[src/verilog/mip_pkg.sv]
// package of constants for the interrupt prioritizer
package mip_pkg;
   // ----------------------------------------
   // register map (byte addresses, one word each)
   // ----------------------------------------
   localparam logic [5:0] MIP_ADDR_MISC = 6'h0C;
   localparam logic [5:0] MIP_ADDR_WAKE = 6'h10;
   localparam logic [5:0] MIP_ADDR_STAT = 6'h14;
   localparam int MIP_ADDR_W = 6;
   // ----------------------------------------
   // misc_control fields, and the wake register enable bit
   // ----------------------------------------
   localparam int MIP_BIT_POR = 7;
   localparam int MIP_BIT_RISE = 6;
   localparam int MIP_BIT_FALL = 5;
   localparam int MIP_BIT_EXT_REQUEST_ENABLE = 4;
   localparam int MIP_BIT_SLOW = 1;
   localparam int MIP_BIT_WATCHDOG_ENABLE_BIT = 0;
   localparam int MIP_BIT_WAKE_EN = 0;
   // ----------------------------------------
   // sources, index 0 is highest priority
   // ----------------------------------------
   localparam int MIP_NSRC = 8;
   localparam int MIP_SRC_RESET = 0;
   localparam int MIP_SRC_SWI = 1;
   localparam int MIP_SRC_EXT = 2;
   localparam int MIP_SRC_CAP = 3;
   localparam int MIP_SRC_CMP = 4;
   localparam int MIP_SRC_OVF = 5;
   localparam int MIP_SRC_SCI = 6;
   localparam int MIP_SRC_CAN = 7;
   localparam logic [15:0] MIP_VEC_RESET = 16'h3FFE;
   localparam logic [15:0] MIP_VEC_STEP = 16'h0002;
   localparam logic [1:0] MIP_SENS_FALL_LOW = 2'h0;
   localparam logic [1:0] MIP_SENS_FALL = 2'h1;
   localparam logic [1:0] MIP_SENS_RISE = 2'h2;
   localparam logic [1:0] MIP_SENS_BOTH = 2'h3;
endpackage

[src/verilog/mip_ext_detect.sv]
// external request combiner and edge/level detector
`timescale 1ns/1ps
module mip_ext_detect
   import mip_pkg::*;
#(
   parameter int N_WAKE = 8
) (
   // clock and reset
   input wire logic i_core_clk,
   input wire logic i_rst_n,
   // pins
   input wire logic i_irq_n,
   input wire logic [N_WAKE-1:0] i_wake_pin,
   input wire logic [N_WAKE-1:0] i_wake_pin_en,
   // control
   input wire logic [1:0] i_sens,
   input wire logic i_clear,
   // result
   output logic o_latched,
   output logic o_level
);
   typedef struct packed {
      logic prev_reg;
      logic wprev_reg;
      logic latch_reg;
   } mip_det_t;
   mip_det_t st_reg, st_next;
   logic wake_any;
   logic ei;
   logic fall;
   logic rise;
   logic hit;
   // ----------------------------------------
   // combining
   // ----------------------------------------
   assign wake_any = |(i_wake_pin & i_wake_pin_en);
   assign ei = wake_any | ~i_irq_n;
   // wake pins use the opposite polarity; ei already inverts the request pin
   always_comb begin
      st_next = st_reg;
      st_next.prev_reg = ei;
      st_next.wprev_reg = wake_any;
      // a wake pin held high masks edges from other pins
      rise = ei & ~st_reg.prev_reg & ~st_reg.wprev_reg;
      fall = ~ei & st_reg.prev_reg & ~wake_any;
      case (i_sens)
         MIP_SENS_FALL_LOW: hit = rise;
         MIP_SENS_FALL: hit = rise;
         MIP_SENS_RISE: hit = fall;
         MIP_SENS_BOTH: hit = rise | fall;
         default: hit = 1'b0;
      endcase
      // edge kept even while disabled; clear loses to a new edge
      if (i_clear) begin
         st_next.latch_reg = 1'b0;
      end
      if (hit) begin
         st_next.latch_reg = 1'b1;
      end
   end
   always_ff @(posedge i_core_clk or negedge i_rst_n) begin
      if (!i_rst_n) begin
         st_reg <= '0;
      end else begin
         st_reg <= st_next;
      end
   end
   assign o_latched = st_reg.latch_reg;
   // low level is never latched
   assign o_level = (i_sens == MIP_SENS_FALL_LOW) & ei;
endmodule

[src/verilog/mip_prioritizer.sv]
// interrupt prioritizer top: sources, masking, priority and vectors
// ----------------------------------------
// Operation
// - requests wait; sampled only at instruction boundary strobe.
// - take hardware request only when mask clear and source enabled.
// - on accept, registers stacked then global mask set.
// - return restores mask from the stacked copy.
// - fixed order reset, soft trap, external, capture, compare, overflow, serial, can.
// - vectors 3FFE down to 3FF0 by steps of two.
// - soft trap taken regardless of global mask.
// - soft trap follows requests pending at its fetch, precedes later ones.
// - reset clears all enables except external enable, which it sets.
// - mask set blocks all maskable sources; clearing releases them.
// - bits 6,5 select edge/level sensitivity; reset gives 00.
// - bit 4 enables both request pin and wake pins.
// - sensitivity and enable writes only while mask set.
// - changing sensitivity discards a pending external request.
// - combined request is OR of enabled wake pins and inverted pin.
// - one wake pin high masks further edges on other pins.
// - edge seen while disabled is latched until enabled.
// - latch cleared early in service; low level not latched.
// - wake pin raises request when input, enabled, and option built.
// - reset clears wake enable bit.
// - wake interrupt leaves stop state.
// - wake requests use the external vector pair.
// - reset vectors through 3FFE and sets global mask.
// ----------------------------------------
//
// Added by the designer: the Avalon-MM slave port.
`timescale 1ns/1ps
module mip_prioritizer
   import mip_pkg::*;
#(
   parameter int N_WAKE = 8,
   parameter bit WAKE_OPTION = 1'b1
) (
   // clock and reset
   input wire logic i_core_clk,
   input wire logic i_rst_n,
   input wire logic i_por,
   // avalon-mm slave
   input wire logic [MIP_ADDR_W-1:0] i_avs_address,
   input wire logic i_avs_read,
   input wire logic i_avs_write,
   input wire logic [31:0] i_avs_writedata,
   input wire logic [3:0] i_avs_byteenable,
   output logic [31:0] o_avs_readdata,
   output logic o_avs_waitrequest,
   // pins
   input wire logic i_irq_n,
   input wire logic [N_WAKE-1:0] i_wake_pin,
   input wire logic [N_WAKE-1:0] i_wake_pin_is_input,
   // peripheral requests, already gated by their own enables
   input wire logic i_cap_req,
   input wire logic i_cmp_req,
   input wire logic i_ovf_req,
   input wire logic i_sci_req,
   input wire logic i_can_req,
   // cpu core
   input wire logic i_boundary,
   input wire logic i_swi_fetch,
   input wire logic i_ack,
   input wire logic i_rti,
   input wire logic i_stacked_mask,
   input wire logic i_stopped,
   // to cpu core
   output logic o_take,
   output logic [2:0] o_src,
   output logic [15:0] o_vector,
   output logic o_mask,
   output logic o_stack_push,
   output logic o_wake_stop
);
   typedef struct packed {
      logic rst_pend_reg;
      logic mask_reg;
      logic rise_reg;
      logic fall_reg;
      logic ext_request_enable_reg;
      logic por_reg;
      logic slow_reg;
      logic watchdog_enable_bit_reg;
      logic wake_en_reg;
      logic swi_pend_reg;
      logic swi_late_reg;
      logic [MIP_NSRC-1:0] held_reg;
      logic take_reg;
      logic [2:0] src_reg;
      logic [15:0] vec_reg;
      logic push_reg;
      logic wake_reg;
      logic ack_busy_reg;
      logic [31:0] rdata_reg;
      logic wait_reg;
   } mip_state_t;
   mip_state_t st_reg, st_next;
   logic ext_latched;
   logic ext_level;
   logic ext_clear;
   logic [N_WAKE-1:0] wake_gate;
   logic [MIP_NSRC-1:0] pend;
   logic [MIP_NSRC-1:0] enab;
   logic [MIP_NSRC-1:0] elig;
   logic [2:0] win;
   logic any;
   logic wr_misc;
   logic wr_wake;
   logic [1:0] new_sens;
   // ----------------------------------------
   // external detector
   // ----------------------------------------
   // pins configured as outputs never contribute
   assign wake_gate = i_wake_pin_is_input & {N_WAKE{st_reg.wake_en_reg & WAKE_OPTION}};
   mip_ext_detect #(.N_WAKE(N_WAKE)) u_det (
      .i_core_clk(i_core_clk),
      .i_rst_n(i_rst_n),
      .i_irq_n(i_irq_n),
      .i_wake_pin(i_wake_pin),
      .i_wake_pin_en(wake_gate),
      .i_sens({st_reg.rise_reg, st_reg.fall_reg}),
      .i_clear(ext_clear),
      .o_latched(ext_latched),
      .o_level(ext_level)
   );
   // ----------------------------------------
   // priority selection
   // ----------------------------------------
   always_comb begin
      pend = '0;
      pend[MIP_SRC_RESET] = st_reg.rst_pend_reg;
      pend[MIP_SRC_SWI] = st_reg.swi_pend_reg;
      pend[MIP_SRC_EXT] = ext_latched | ext_level;
      pend[MIP_SRC_CAP] = i_cap_req;
      pend[MIP_SRC_CMP] = i_cmp_req;
      pend[MIP_SRC_OVF] = i_ovf_req;
      pend[MIP_SRC_SCI] = i_sci_req;
      pend[MIP_SRC_CAN] = i_can_req;
      // reset and soft trap ignore the mask
      enab = {MIP_NSRC{~st_reg.mask_reg}};
      enab[MIP_SRC_RESET] = 1'b1;
      enab[MIP_SRC_SWI] = 1'b1;
      enab[MIP_SRC_EXT] = ~st_reg.mask_reg & st_reg.ext_request_enable_reg;
      elig = pend & enab;
      // soft trap waits behind requests pending before its fetch
      if (st_reg.swi_pend_reg && !st_reg.mask_reg) begin
         elig = elig & ({MIP_NSRC{1'b1}} ^ (pend & ~st_reg.held_reg & ~8'h03));
         if ((elig & st_reg.held_reg & ~8'h03) != '0) begin
            elig[MIP_SRC_SWI] = 1'b0;
         end
      end
      win = '0;
      any = |elig;
      for (int i = MIP_NSRC - 1; i >= 0; i--) begin
         if (elig[i]) begin
            win = 3'(i);
         end
      end
   end
   // ----------------------------------------
   // state update
   // ----------------------------------------
   assign wr_misc = i_avs_write && (i_avs_address == MIP_ADDR_MISC) && i_avs_byteenable[0];
   assign wr_wake = i_avs_write && (i_avs_address == MIP_ADDR_WAKE) && i_avs_byteenable[0];
   assign new_sens = {i_avs_writedata[MIP_BIT_RISE], i_avs_writedata[MIP_BIT_FALL]};
   // discard on sensitivity change or on service of the external source
   assign ext_clear = (wr_misc && st_reg.mask_reg && !st_reg.wait_reg
                       && new_sens != {st_reg.rise_reg, st_reg.fall_reg})
                      || (i_ack && st_reg.src_reg == 3'(MIP_SRC_EXT));
   always_comb begin
      st_next = st_reg;
      st_next.push_reg = 1'b0;
      st_next.take_reg = 1'b0;
      // one-cycle wait state gives registered read data
      st_next.wait_reg = (i_avs_read | i_avs_write) & ~st_reg.wait_reg;
      if (i_avs_read && !st_reg.wait_reg) begin
         case (i_avs_address)
            MIP_ADDR_MISC: st_next.rdata_reg = {24'h000000, st_reg.por_reg, st_reg.rise_reg,
               st_reg.fall_reg, st_reg.ext_request_enable_reg, 2'h0, st_reg.slow_reg, st_reg.watchdog_enable_bit_reg};
            MIP_ADDR_WAKE: st_next.rdata_reg = {31'h00000000, st_reg.wake_en_reg};
            MIP_ADDR_STAT: st_next.rdata_reg = {16'h0000, pend, 4'h0, st_reg.mask_reg, win};
            default: st_next.rdata_reg = 32'h00000000;
         endcase
      end
      if (wr_misc && !st_reg.wait_reg) begin
         if (st_reg.mask_reg) begin
            st_next.rise_reg = i_avs_writedata[MIP_BIT_RISE];
            st_next.fall_reg = i_avs_writedata[MIP_BIT_FALL];
            st_next.ext_request_enable_reg = i_avs_writedata[MIP_BIT_EXT_REQUEST_ENABLE];
         end
         // por cleared by writing zero; watchdog bit only settable
         if (!i_avs_writedata[MIP_BIT_POR]) begin
            st_next.por_reg = 1'b0;
         end
         st_next.slow_reg = i_avs_writedata[MIP_BIT_SLOW];
         st_next.watchdog_enable_bit_reg = st_reg.watchdog_enable_bit_reg | i_avs_writedata[MIP_BIT_WATCHDOG_ENABLE_BIT];
      end
      if (wr_wake && !st_reg.wait_reg) begin
         st_next.wake_en_reg = i_avs_writedata[MIP_BIT_WAKE_EN];
      end
      // decision only at the instruction boundary
      if (i_boundary && any && !st_reg.ack_busy_reg) begin
         st_next.take_reg = 1'b1;
         st_next.src_reg = win;
         st_next.vec_reg = MIP_VEC_RESET - 16'(win) * MIP_VEC_STEP;
         st_next.ack_busy_reg = 1'b1;
      end
      if (i_ack && st_reg.ack_busy_reg) begin
         st_next.ack_busy_reg = 1'b0;
         st_next.push_reg = (st_reg.src_reg != 3'(MIP_SRC_RESET));
         st_next.mask_reg = 1'b1;
         if (st_reg.src_reg == 3'(MIP_SRC_RESET)) begin
            st_next.rst_pend_reg = 1'b0;
         end
         if (st_reg.src_reg == 3'(MIP_SRC_SWI)) begin
            st_next.swi_pend_reg = 1'b0;
            st_next.held_reg = '0;
         end
      end else if (i_rti) begin
         st_next.mask_reg = i_stacked_mask;
      end
      // soft trap: snapshot of what was pending at its fetch
      // after the ack, so a new fetch is never lost to the old clear
      if (i_swi_fetch) begin
         st_next.swi_pend_reg = 1'b1;
         st_next.held_reg = pend;
      end
      // power-on flag: the hardware set wins over a software clear
      if (i_por) begin
         st_next.por_reg = 1'b1;
      end
      // wake pin activity restarts the oscillator
      st_next.wake_reg = i_stopped & (|(i_wake_pin & wake_gate)) & st_reg.ext_request_enable_reg;
   end
   always_ff @(posedge i_core_clk or negedge i_rst_n) begin
      if (!i_rst_n) begin
         st_reg <= '0;
         st_reg.rst_pend_reg <= 1'b1;
         st_reg.mask_reg <= 1'b1;
         st_reg.ext_request_enable_reg <= 1'b1;
         st_reg.wake_en_reg <= 1'b0;
      end else begin
         st_reg <= st_next;
      end
   end
   // ----------------------------------------
   // outputs
   // ----------------------------------------
   always_ff @(posedge i_core_clk or negedge i_rst_n) begin
      if (!i_rst_n) begin
         o_avs_readdata <= 32'h00000000;
         o_avs_waitrequest <= 1'b1;
      end else begin
         o_avs_readdata <= st_next.rdata_reg;
         o_avs_waitrequest <= ~st_next.wait_reg;
      end
   end
   assign o_take = st_reg.take_reg;
   assign o_src = st_reg.src_reg;
   assign o_vector = st_reg.vec_reg;
   assign o_mask = st_reg.mask_reg;
   assign o_stack_push = st_reg.push_reg;
   assign o_wake_stop = st_reg.wake_reg;
endmodule

[config.mk]
export PLATFORM = sky130hd
export DESIGN_NAME = mip_prioritizer
export DESIGN_NICKNAME = d
export VERILOG_FILES = /design/src/verilog/mip_pkg.sv /design/src/verilog/mip_ext_detect.sv /design/src/verilog/mip_prioritizer.sv
export SDC_FILE = /design/constraint.sdc
export NUM_CORES = 1
export LEC_CHECK = 0
export BUFFER_PORTS_ARGS = -buffer_cell sky130_fd_sc_hd__buf_4
export CAP_MARGIN = 20
export CORE_MARGIN = 2
export CORE_UTILIZATION = 40
export CTS_CLUSTER_DIAMETER = 40
export DETAILED_ROUTE_END_ITERATION = 10
export GPL_ROUTABILITY_DRIVEN = 0
export PLACE_DENSITY_LB_ADDON = 0.15
export SYNTH_ARGS = -nofsm -noshare
export SYNTH_HDL_FRONTEND = slang
export SYNTH_HIERARCHICAL = 1
export SYNTH_SLANG_ARGS = --single-unit
[constraint.sdc]
create_clock -name i_core_clk -period 7.9 [get_ports i_core_clk]
set_clock_uncertainty 0.1 [all_clocks]
set_input_delay 1.58 -clock i_core_clk [delete_from_list [all_inputs] [get_ports i_core_clk]]
set_output_delay 1.58 -clock i_core_clk [all_outputs]
set_load 0.005 [all_outputs]
## Word-level counts from Yosys, hierarchy flattened

Index checks and enable logic that the tools add are counted.

- Add/subtract/negate cells: 1
- Equality and inequality tests: 10
- Muxes and demuxes: 29
- Bitwise gates (word level): 30
- Reduce and logical (&&, ||, !) cells: 36

Operators by type and width:

| kind | number |
|---|---|
| 8-bit bitwise AND | 6 |
| 16-bit case mux with 3 select lines | 1 |
| 8-bit 2-to-1 mux | 4 |
| 3-bit 2-to-1 mux | 9 |
| 20-bit 2-to-1 mux | 1 |
| 8-bit NOT | 2 |
| 8-bit OR reduction | 2 |
| 1-bit logical AND | 15 |
| 14-bit by 4-bit subtractor with 15-bit output (first input constant) | 1 |
| 1-bit 2-to-1 mux | 13 |
| 6-bit by 5-bit == test with 1-bit output (second input constant) | 2 |
| 2-bit nonzero test | 6 |
| 1-bit bitwise AND | 9 |
| 1-bit NOT | 8 |
| 2-bit AND reduction | 4 |
| 8-bit nonzero test | 1 |
| 6-bit by 4-bit == test with 1-bit output (second input constant) | 1 |
| 1-bit bitwise OR | 5 |
| 2-bit == test (second input constant) | 2 |
| 3-bit by 1-bit == test with 1-bit output (second input constant) | 1 |
| 3-bit by 2-bit == test with 1-bit output (second input constant) | 1 |
| 1-bit zero test | 3 |
| 3-bit zero test | 1 |
| 1-bit case mux with 3 select lines | 1 |
| other kinds (7) | 7 |

- Register bits after elaboration: 78
- Bits of input ports: 75

## Depth between registers and ports, before layout

- Word-level depth: 23
- Depth in mapped cells: 9

## By module

The synthesis kept the hierarchy.

Modules (own cells, without submodules):

| module | instances | cells an instance | area each (um^2) | sequential area each (um^2) |
|---|---|---|---|---|
| mip_prioritizer | 1 | 260 | 2,553.7 | 1,131.1 |
| mip_ext_detect | 1 | 16 | 170.2 | 75.1 |

## Worst setup path before layout

OpenSTA, ideal clock, no wires.

- Path kind: input -> register
- From: in i_wake_pin_is_input[4]
- To: reg st_reg, in the netlist o_vector[1]
- Data arrival time: 3.423 ns
- Setup slack: 4.252 ns
- Stages on the path: 9
- Buffers on the path: 0
- Cells stage by stage: and2_1 > a22oi_1 > and4_4 > a211oi_1 > o21ai_0 > a2bb2oi_1 > o211ai_2 > o21ai_4 > mux2_2

- Cells in the longest elaborated chain, start to end: 16
- Elaborated cells between the ends (all ways): 21

Ends and longest elaborated chain:

| item | line | RTL |
|---|---|---|
| start: declaration | mip_prioritizer.sv:52 | `input wire logic [N_WAKE-1:0] i_wake_pin_is_input,` |
| 8-bit bitwise AND * | mip_prioritizer.sv:113 | `assign wake_gate = i_wake_pin_is_input & {N_WAKE{st_reg.wake_en_reg & WAKE_OPTION}};` |
| 8-bit bitwise AND * | mip_ext_detect.sv:36 | `assign wake_any = \|(i_wake_pin & i_wake_pin_en);` |
| 8-bit OR reduction * | mip_ext_detect.sv:36 |  |
| 1-bit bitwise OR * | mip_ext_detect.sv:37 | `assign ei = wake_any \| ~i_irq_n;` |
| 1-bit bitwise AND * | mip_ext_detect.sv:70 | `assign o_level = (i_sens == MIP_SENS_FALL_LOW) & ei;` |
| via ext_level | mip_prioritizer.sv:98 | `logic ext_level;` |
| 1-bit bitwise OR * | mip_prioritizer.sv:132 | `pend[MIP_SRC_EXT] = ext_latched \| ext_level;` |
| 8-bit bitwise AND | mip_prioritizer.sv:146 | `elig = elig & ({MIP_NSRC{1'b1}} ^ (pend & ~st_reg.held_reg & ~8'h03));` |
| 8-bit NOT (no line) | n/a |  |
| 8-bit bitwise AND | mip_prioritizer.sv:146 |  |
| 8-bit bitwise AND | mip_prioritizer.sv:147 | `if ((elig & st_reg.held_reg & ~8'h03) != '0) begin` |
| 8-bit nonzero test | mip_prioritizer.sv:147 |  |
| 1-bit 2-to-1 mux | mip_prioritizer.sv:147 |  |
| 8-bit 2-to-1 mux * | mip_prioritizer.sv:145 | `if (st_reg.swi_pend_reg && !st_reg.mask_reg) begin` |
| 3-bit 2-to-1 mux / 8-bit OR reduction (equally long branches) | mip_prioritizer.sv:154, mip_prioritizer.sv:152 |  |
| 3-bit 2-to-1 mux / 1-bit logical AND (equally long branches) | mip_prioritizer.sv:154, mip_prioritizer.sv:201 |  |
| 14-bit by 4-bit subtractor with 15-bit output / 1-bit logical AND (equally long branches) | mip_prioritizer.sv:204, mip_prioritizer.sv:201 |  |
| end signal: assignment | mip_prioritizer.sv:242 | `st_reg <= st_next;` |
| end: declaration | mip_prioritizer.sv:96 | `mip_state_t st_reg, st_next;` |

The timed path passes the listed nets; every way through them passes the cells marked *.
A chain may end at the register's enable or synchronous reset.

## Final worst setup path

- From: in i_wake_pin_is_input[4]
- To: reg st_reg, in the netlist o_vector[1]

- Cells in the longest elaborated chain, start to end: 16
- Elaborated cells between the ends (all ways): 21

Ends and longest elaborated chain:

| item | line | RTL |
|---|---|---|
| 8-bit bitwise AND * | mip_prioritizer.sv:113 |  |
| via wake_gate[4] | mip_prioritizer.sv:100 | `logic [N_WAKE-1:0] wake_gate;` |
| 8-bit bitwise AND * | mip_ext_detect.sv:36 |  |
| 8-bit OR reduction * | mip_ext_detect.sv:36 |  |
| 1-bit bitwise OR * | mip_ext_detect.sv:37 |  |
| 1-bit bitwise AND * | mip_ext_detect.sv:70 |  |
| via ext_level | mip_prioritizer.sv:98 |  |
| 1-bit bitwise OR * | mip_prioritizer.sv:132 |  |
| (+2 left out) | n/a |  |
| 8-bit bitwise AND | mip_prioritizer.sv:146 |  |
| 8-bit bitwise AND | mip_prioritizer.sv:147 |  |
| 8-bit nonzero test | mip_prioritizer.sv:147 |  |
| 1-bit 2-to-1 mux | mip_prioritizer.sv:147 |  |
| 8-bit 2-to-1 mux * | mip_prioritizer.sv:145 |  |
| 3-bit 2-to-1 mux / 8-bit OR reduction (equally long branches) | mip_prioritizer.sv:154, mip_prioritizer.sv:152 |  |
| 3-bit 2-to-1 mux / 1-bit logical AND (equally long branches) | mip_prioritizer.sv:154, mip_prioritizer.sv:201 |  |
| 14-bit by 4-bit subtractor with 15-bit output / 1-bit logical AND (equally long branches) | mip_prioritizer.sv:204, mip_prioritizer.sv:201 |  |

Marks and branches as above.

==> run summary <==
top-level port count: 131
Via Count: 1,992
via count of the first global-routing pass: 1,940
Switch Pwr: 202 uW
fmax: 267 MHz
number of enable flip-flop cells after synthesis: 0
global-route wire length before repair: 9380 um
Clock Tree Buf Depth: 2
cell with the biggest individual delay on the critical path: sky130_fd_sc_hd__mux2_2
sum of overflow across all layers after global routing: 0
Cell Area, Placed: 3090 um^2
leading post-synthesis cells by cell area: sky130_fd_sc_hd__dfrtp_1 40%, sky130_fd_sc_hd__buf_4 14%, sky130_fd_sc_hd__nand2_1 4.8%
placement row count: 30
placed wire-length estimate: 4250 um
Final Hold Violating Endpoints: 0
number of buffers inserted during clock tree synthesis: 5
drc violations: 0
VDD IR-drop max: 0.0792 mV
Total Routing Usage GR: 15.8%
Static Leak: 1.55 nW
power share of the sequential group: 49.3%
layout filler cell count: 678
origin of the critical flop-to-flop path: st_reg[66]
Pins Over Slew Limit: 0
number of endpoints failing setup at the final stage: 0
Die Width: 86.5 um
share of the synthesized area in the top cell type: 40.4%
Netlist cell types: 53
most instantiated cells after synthesis: 52 x sky130_fd_sc_hd__buf_4, 44 x sky130_fd_sc_hd__dfrtp_1, 35 x sky130_fd_sc_hd__nand2_1
Clk network pwr share: 24.3%
effective utilization at floorplan: 40.8%
power per cell area: 201 nW/um^2
clock latency on the worst-skew pair: 0.30 ns
post-layout util: 47.6%
Synth area leader: sky130_fd_sc_hd__dfrtp_1
worst slew pin tran: 0.923 ns
CTS root buffer: sky130_fd_sc_hd__clkbuf_8
setup bufs post-CTS: 0
Required @ worst endpoint: 7.99 ns
Final Instance Area: 3180 um^2
CTS tree: done
number of antenna violations at the first check in global routing: 0
area of the mapped netlist: 2720 um^2
origin of the worst min-delay path: st_reg[67]
largest net degree at the start of global routing: 49
Critical Path AT: 3.83 ns
diodes inserted: 0
final worst-path cycle share: 47.4%
primary flip-flop cell chosen by synthesis mapping: sky130_fd_sc_hd__dfrtp_1
die height: 86.5 um
CTS H-tree lvls: 2
launch point of the critical path: i_wake_pin_is_input[4]
wire length per cell after detailed routing: 14.0 um
Initial DRT Pass Iterations: 4
setup tns final: 0 ns
register area share after synthesis: 44.3%
Ys Warns: 6
switching share of total power: 31.6%
total number of clock tree sinks: 48
classification of the worst setup path: input pin to register
combinational power share: 26.4%
share of final-layout standard cells stronger than drive strength 1: 34.5%
final period demand of the worst path: 3.74 ns
CTS resizes: 0
remaining max-slew budget at the tightest pin: 38.5%
post-cts hold buffer count: 0
1st-iter DRT viols: 84
flip-flop count of the largest register, all copies and words added: 16
cell breakdown of the critical path: buf_4 > and2_1 > a22oi_1 > and4_4 > a211oi_1 > o21ai_0 > a2bb2oi_1 > o211ai_2 > o21ai_4 > mux2_2
CP max stage delay: 0.37 ns
vias per inst: 4.92
Floorplan Core Area: 6680 um^2
area added between synthesis and finish: 16.9%
unrepaired setup endpoints after global routing: no
wirelength, routed: 5670 um
biggest fanout along the worst timing path: 7
count of nets left with antenna violations after detail routing: 0
Avg Cell Area, Syn: 9.87 um^2
worst hold path class: register to register
area of the die: 7490 um^2
Gate Count Post-Synth: 276
count of input and output buffers: 82
Max Cap Viol: 0
clock transition at the registers of the reported paths: 0.09 ns
most used standard cell by instance count after synthesis: sky130_fd_sc_hd__buf_4
Synth async-reset ratio: 100%
status: complete, no violations
nature of the critical path startpoint: input pin
Pint: 436 uW
number of synthesized register bits: 48
number of nets at the end of the flow: 399
endpoint type of the worst setup path: register
## per-stage QoR
step                      hold slack [ns]  total power, mW  instances  setup WS, ns
after CTS                           0.371            0.646        405          4.15
after floorplan                     0.332            0.435        294          4.25
after detailed placement            0.352            0.491        397          3.84
after global routing                0.394            0.682        405          3.97
final                               0.365            0.638        405          4.16
after global placement              0.348            0.489        397          3.83
## path summary, 6_finish.rpt
check,depth (start not counted),to,slack [ns]
max in group asynchronous,1,o_wake_stop,6.09
max reg2reg,9,o_vector[1],5.05
min,1,st_reg[67],0.37
min reg2reg,1,st_reg[67],0.37
max,10,o_vector[1],4.16
min in group asynchronous,1,o_avs_readdata[7],1.18
## cells in the final DEF (no fill, tap or decap), types with 7 or more instances in the layout
| master | count |
|---|---|
| sky130_fd_sc_hd__a22o_1 | 7 |
| sky130_fd_sc_hd__a22oi_1 | 12 |
| sky130_fd_sc_hd__and2_1 | 8 |
| sky130_fd_sc_hd__buf_4 | 82 |
| sky130_fd_sc_hd__conb_1 | 19 |
| sky130_fd_sc_hd__dfrtp_1 | 44 |
| sky130_fd_sc_hd__inv_1 | 14 |
| sky130_fd_sc_hd__nand2_1 | 35 |
| sky130_fd_sc_hd__nor2_1 | 8 |
| sky130_fd_sc_hd__o21ai_0 | 9 |
## logic make-up (layout without fill, tap and decap cells)
group,Yosys count,after routing,share of synthesized area [%]
AO/OA/AOI/OAI,63,63,18.0
AND/OR/NAND/NOR,79,79,15.3
flip-flops,48,48,44.3
multiplexers,10,10,4.41
other,1,19,0.138
XOR/XNOR,2,2,0.643
buffers and inverters,73,104,17.3
## cell type report
class,instances,area [um^2],share of cell area [%]
timing repair buffer,82,616,19.3
sequential,48,1210,37.9
clock buffer,7,86.3,2.71
tap,80,100,3.14
multi-input combinational,173,1110,35.0
inverter,14,52.6,1.65
clock inverter,1,7.51,0.236
## critical path, delay by kind of cell
| kind | cells | cell delay [ns] |
|---|---|---|
| buffers and inverters | 1 | 0.10 |
| muxes | 1 | 0.37 |
| AOI/OAI and AO/OA | 6 | 1.35 |
| and+or+nand+nor | 2 | 0.43 |
## per-layer routing
metal	vias up	wire (um)	global-route usage (%)
met4	0	36	3.13
met2	66	2510	24.1
met1	938	2770	23.0
met5	-	0	0
li1	983	-	-
met3	5	351	4.10
## power by group through the flow
stage          combinational [mW]  clock [mW]  sequential (mW)
2_1_floorplan               0.130           0            0.305
3_3_place_gp                0.168           0            0.320
3_5_place_dp                0.170           0            0.321
4_1_cts                     0.171       0.159            0.315
5_1_grt                     0.189       0.171            0.322
6_report                    0.169       0.155            0.315
(Power assumes the default switching activity.)
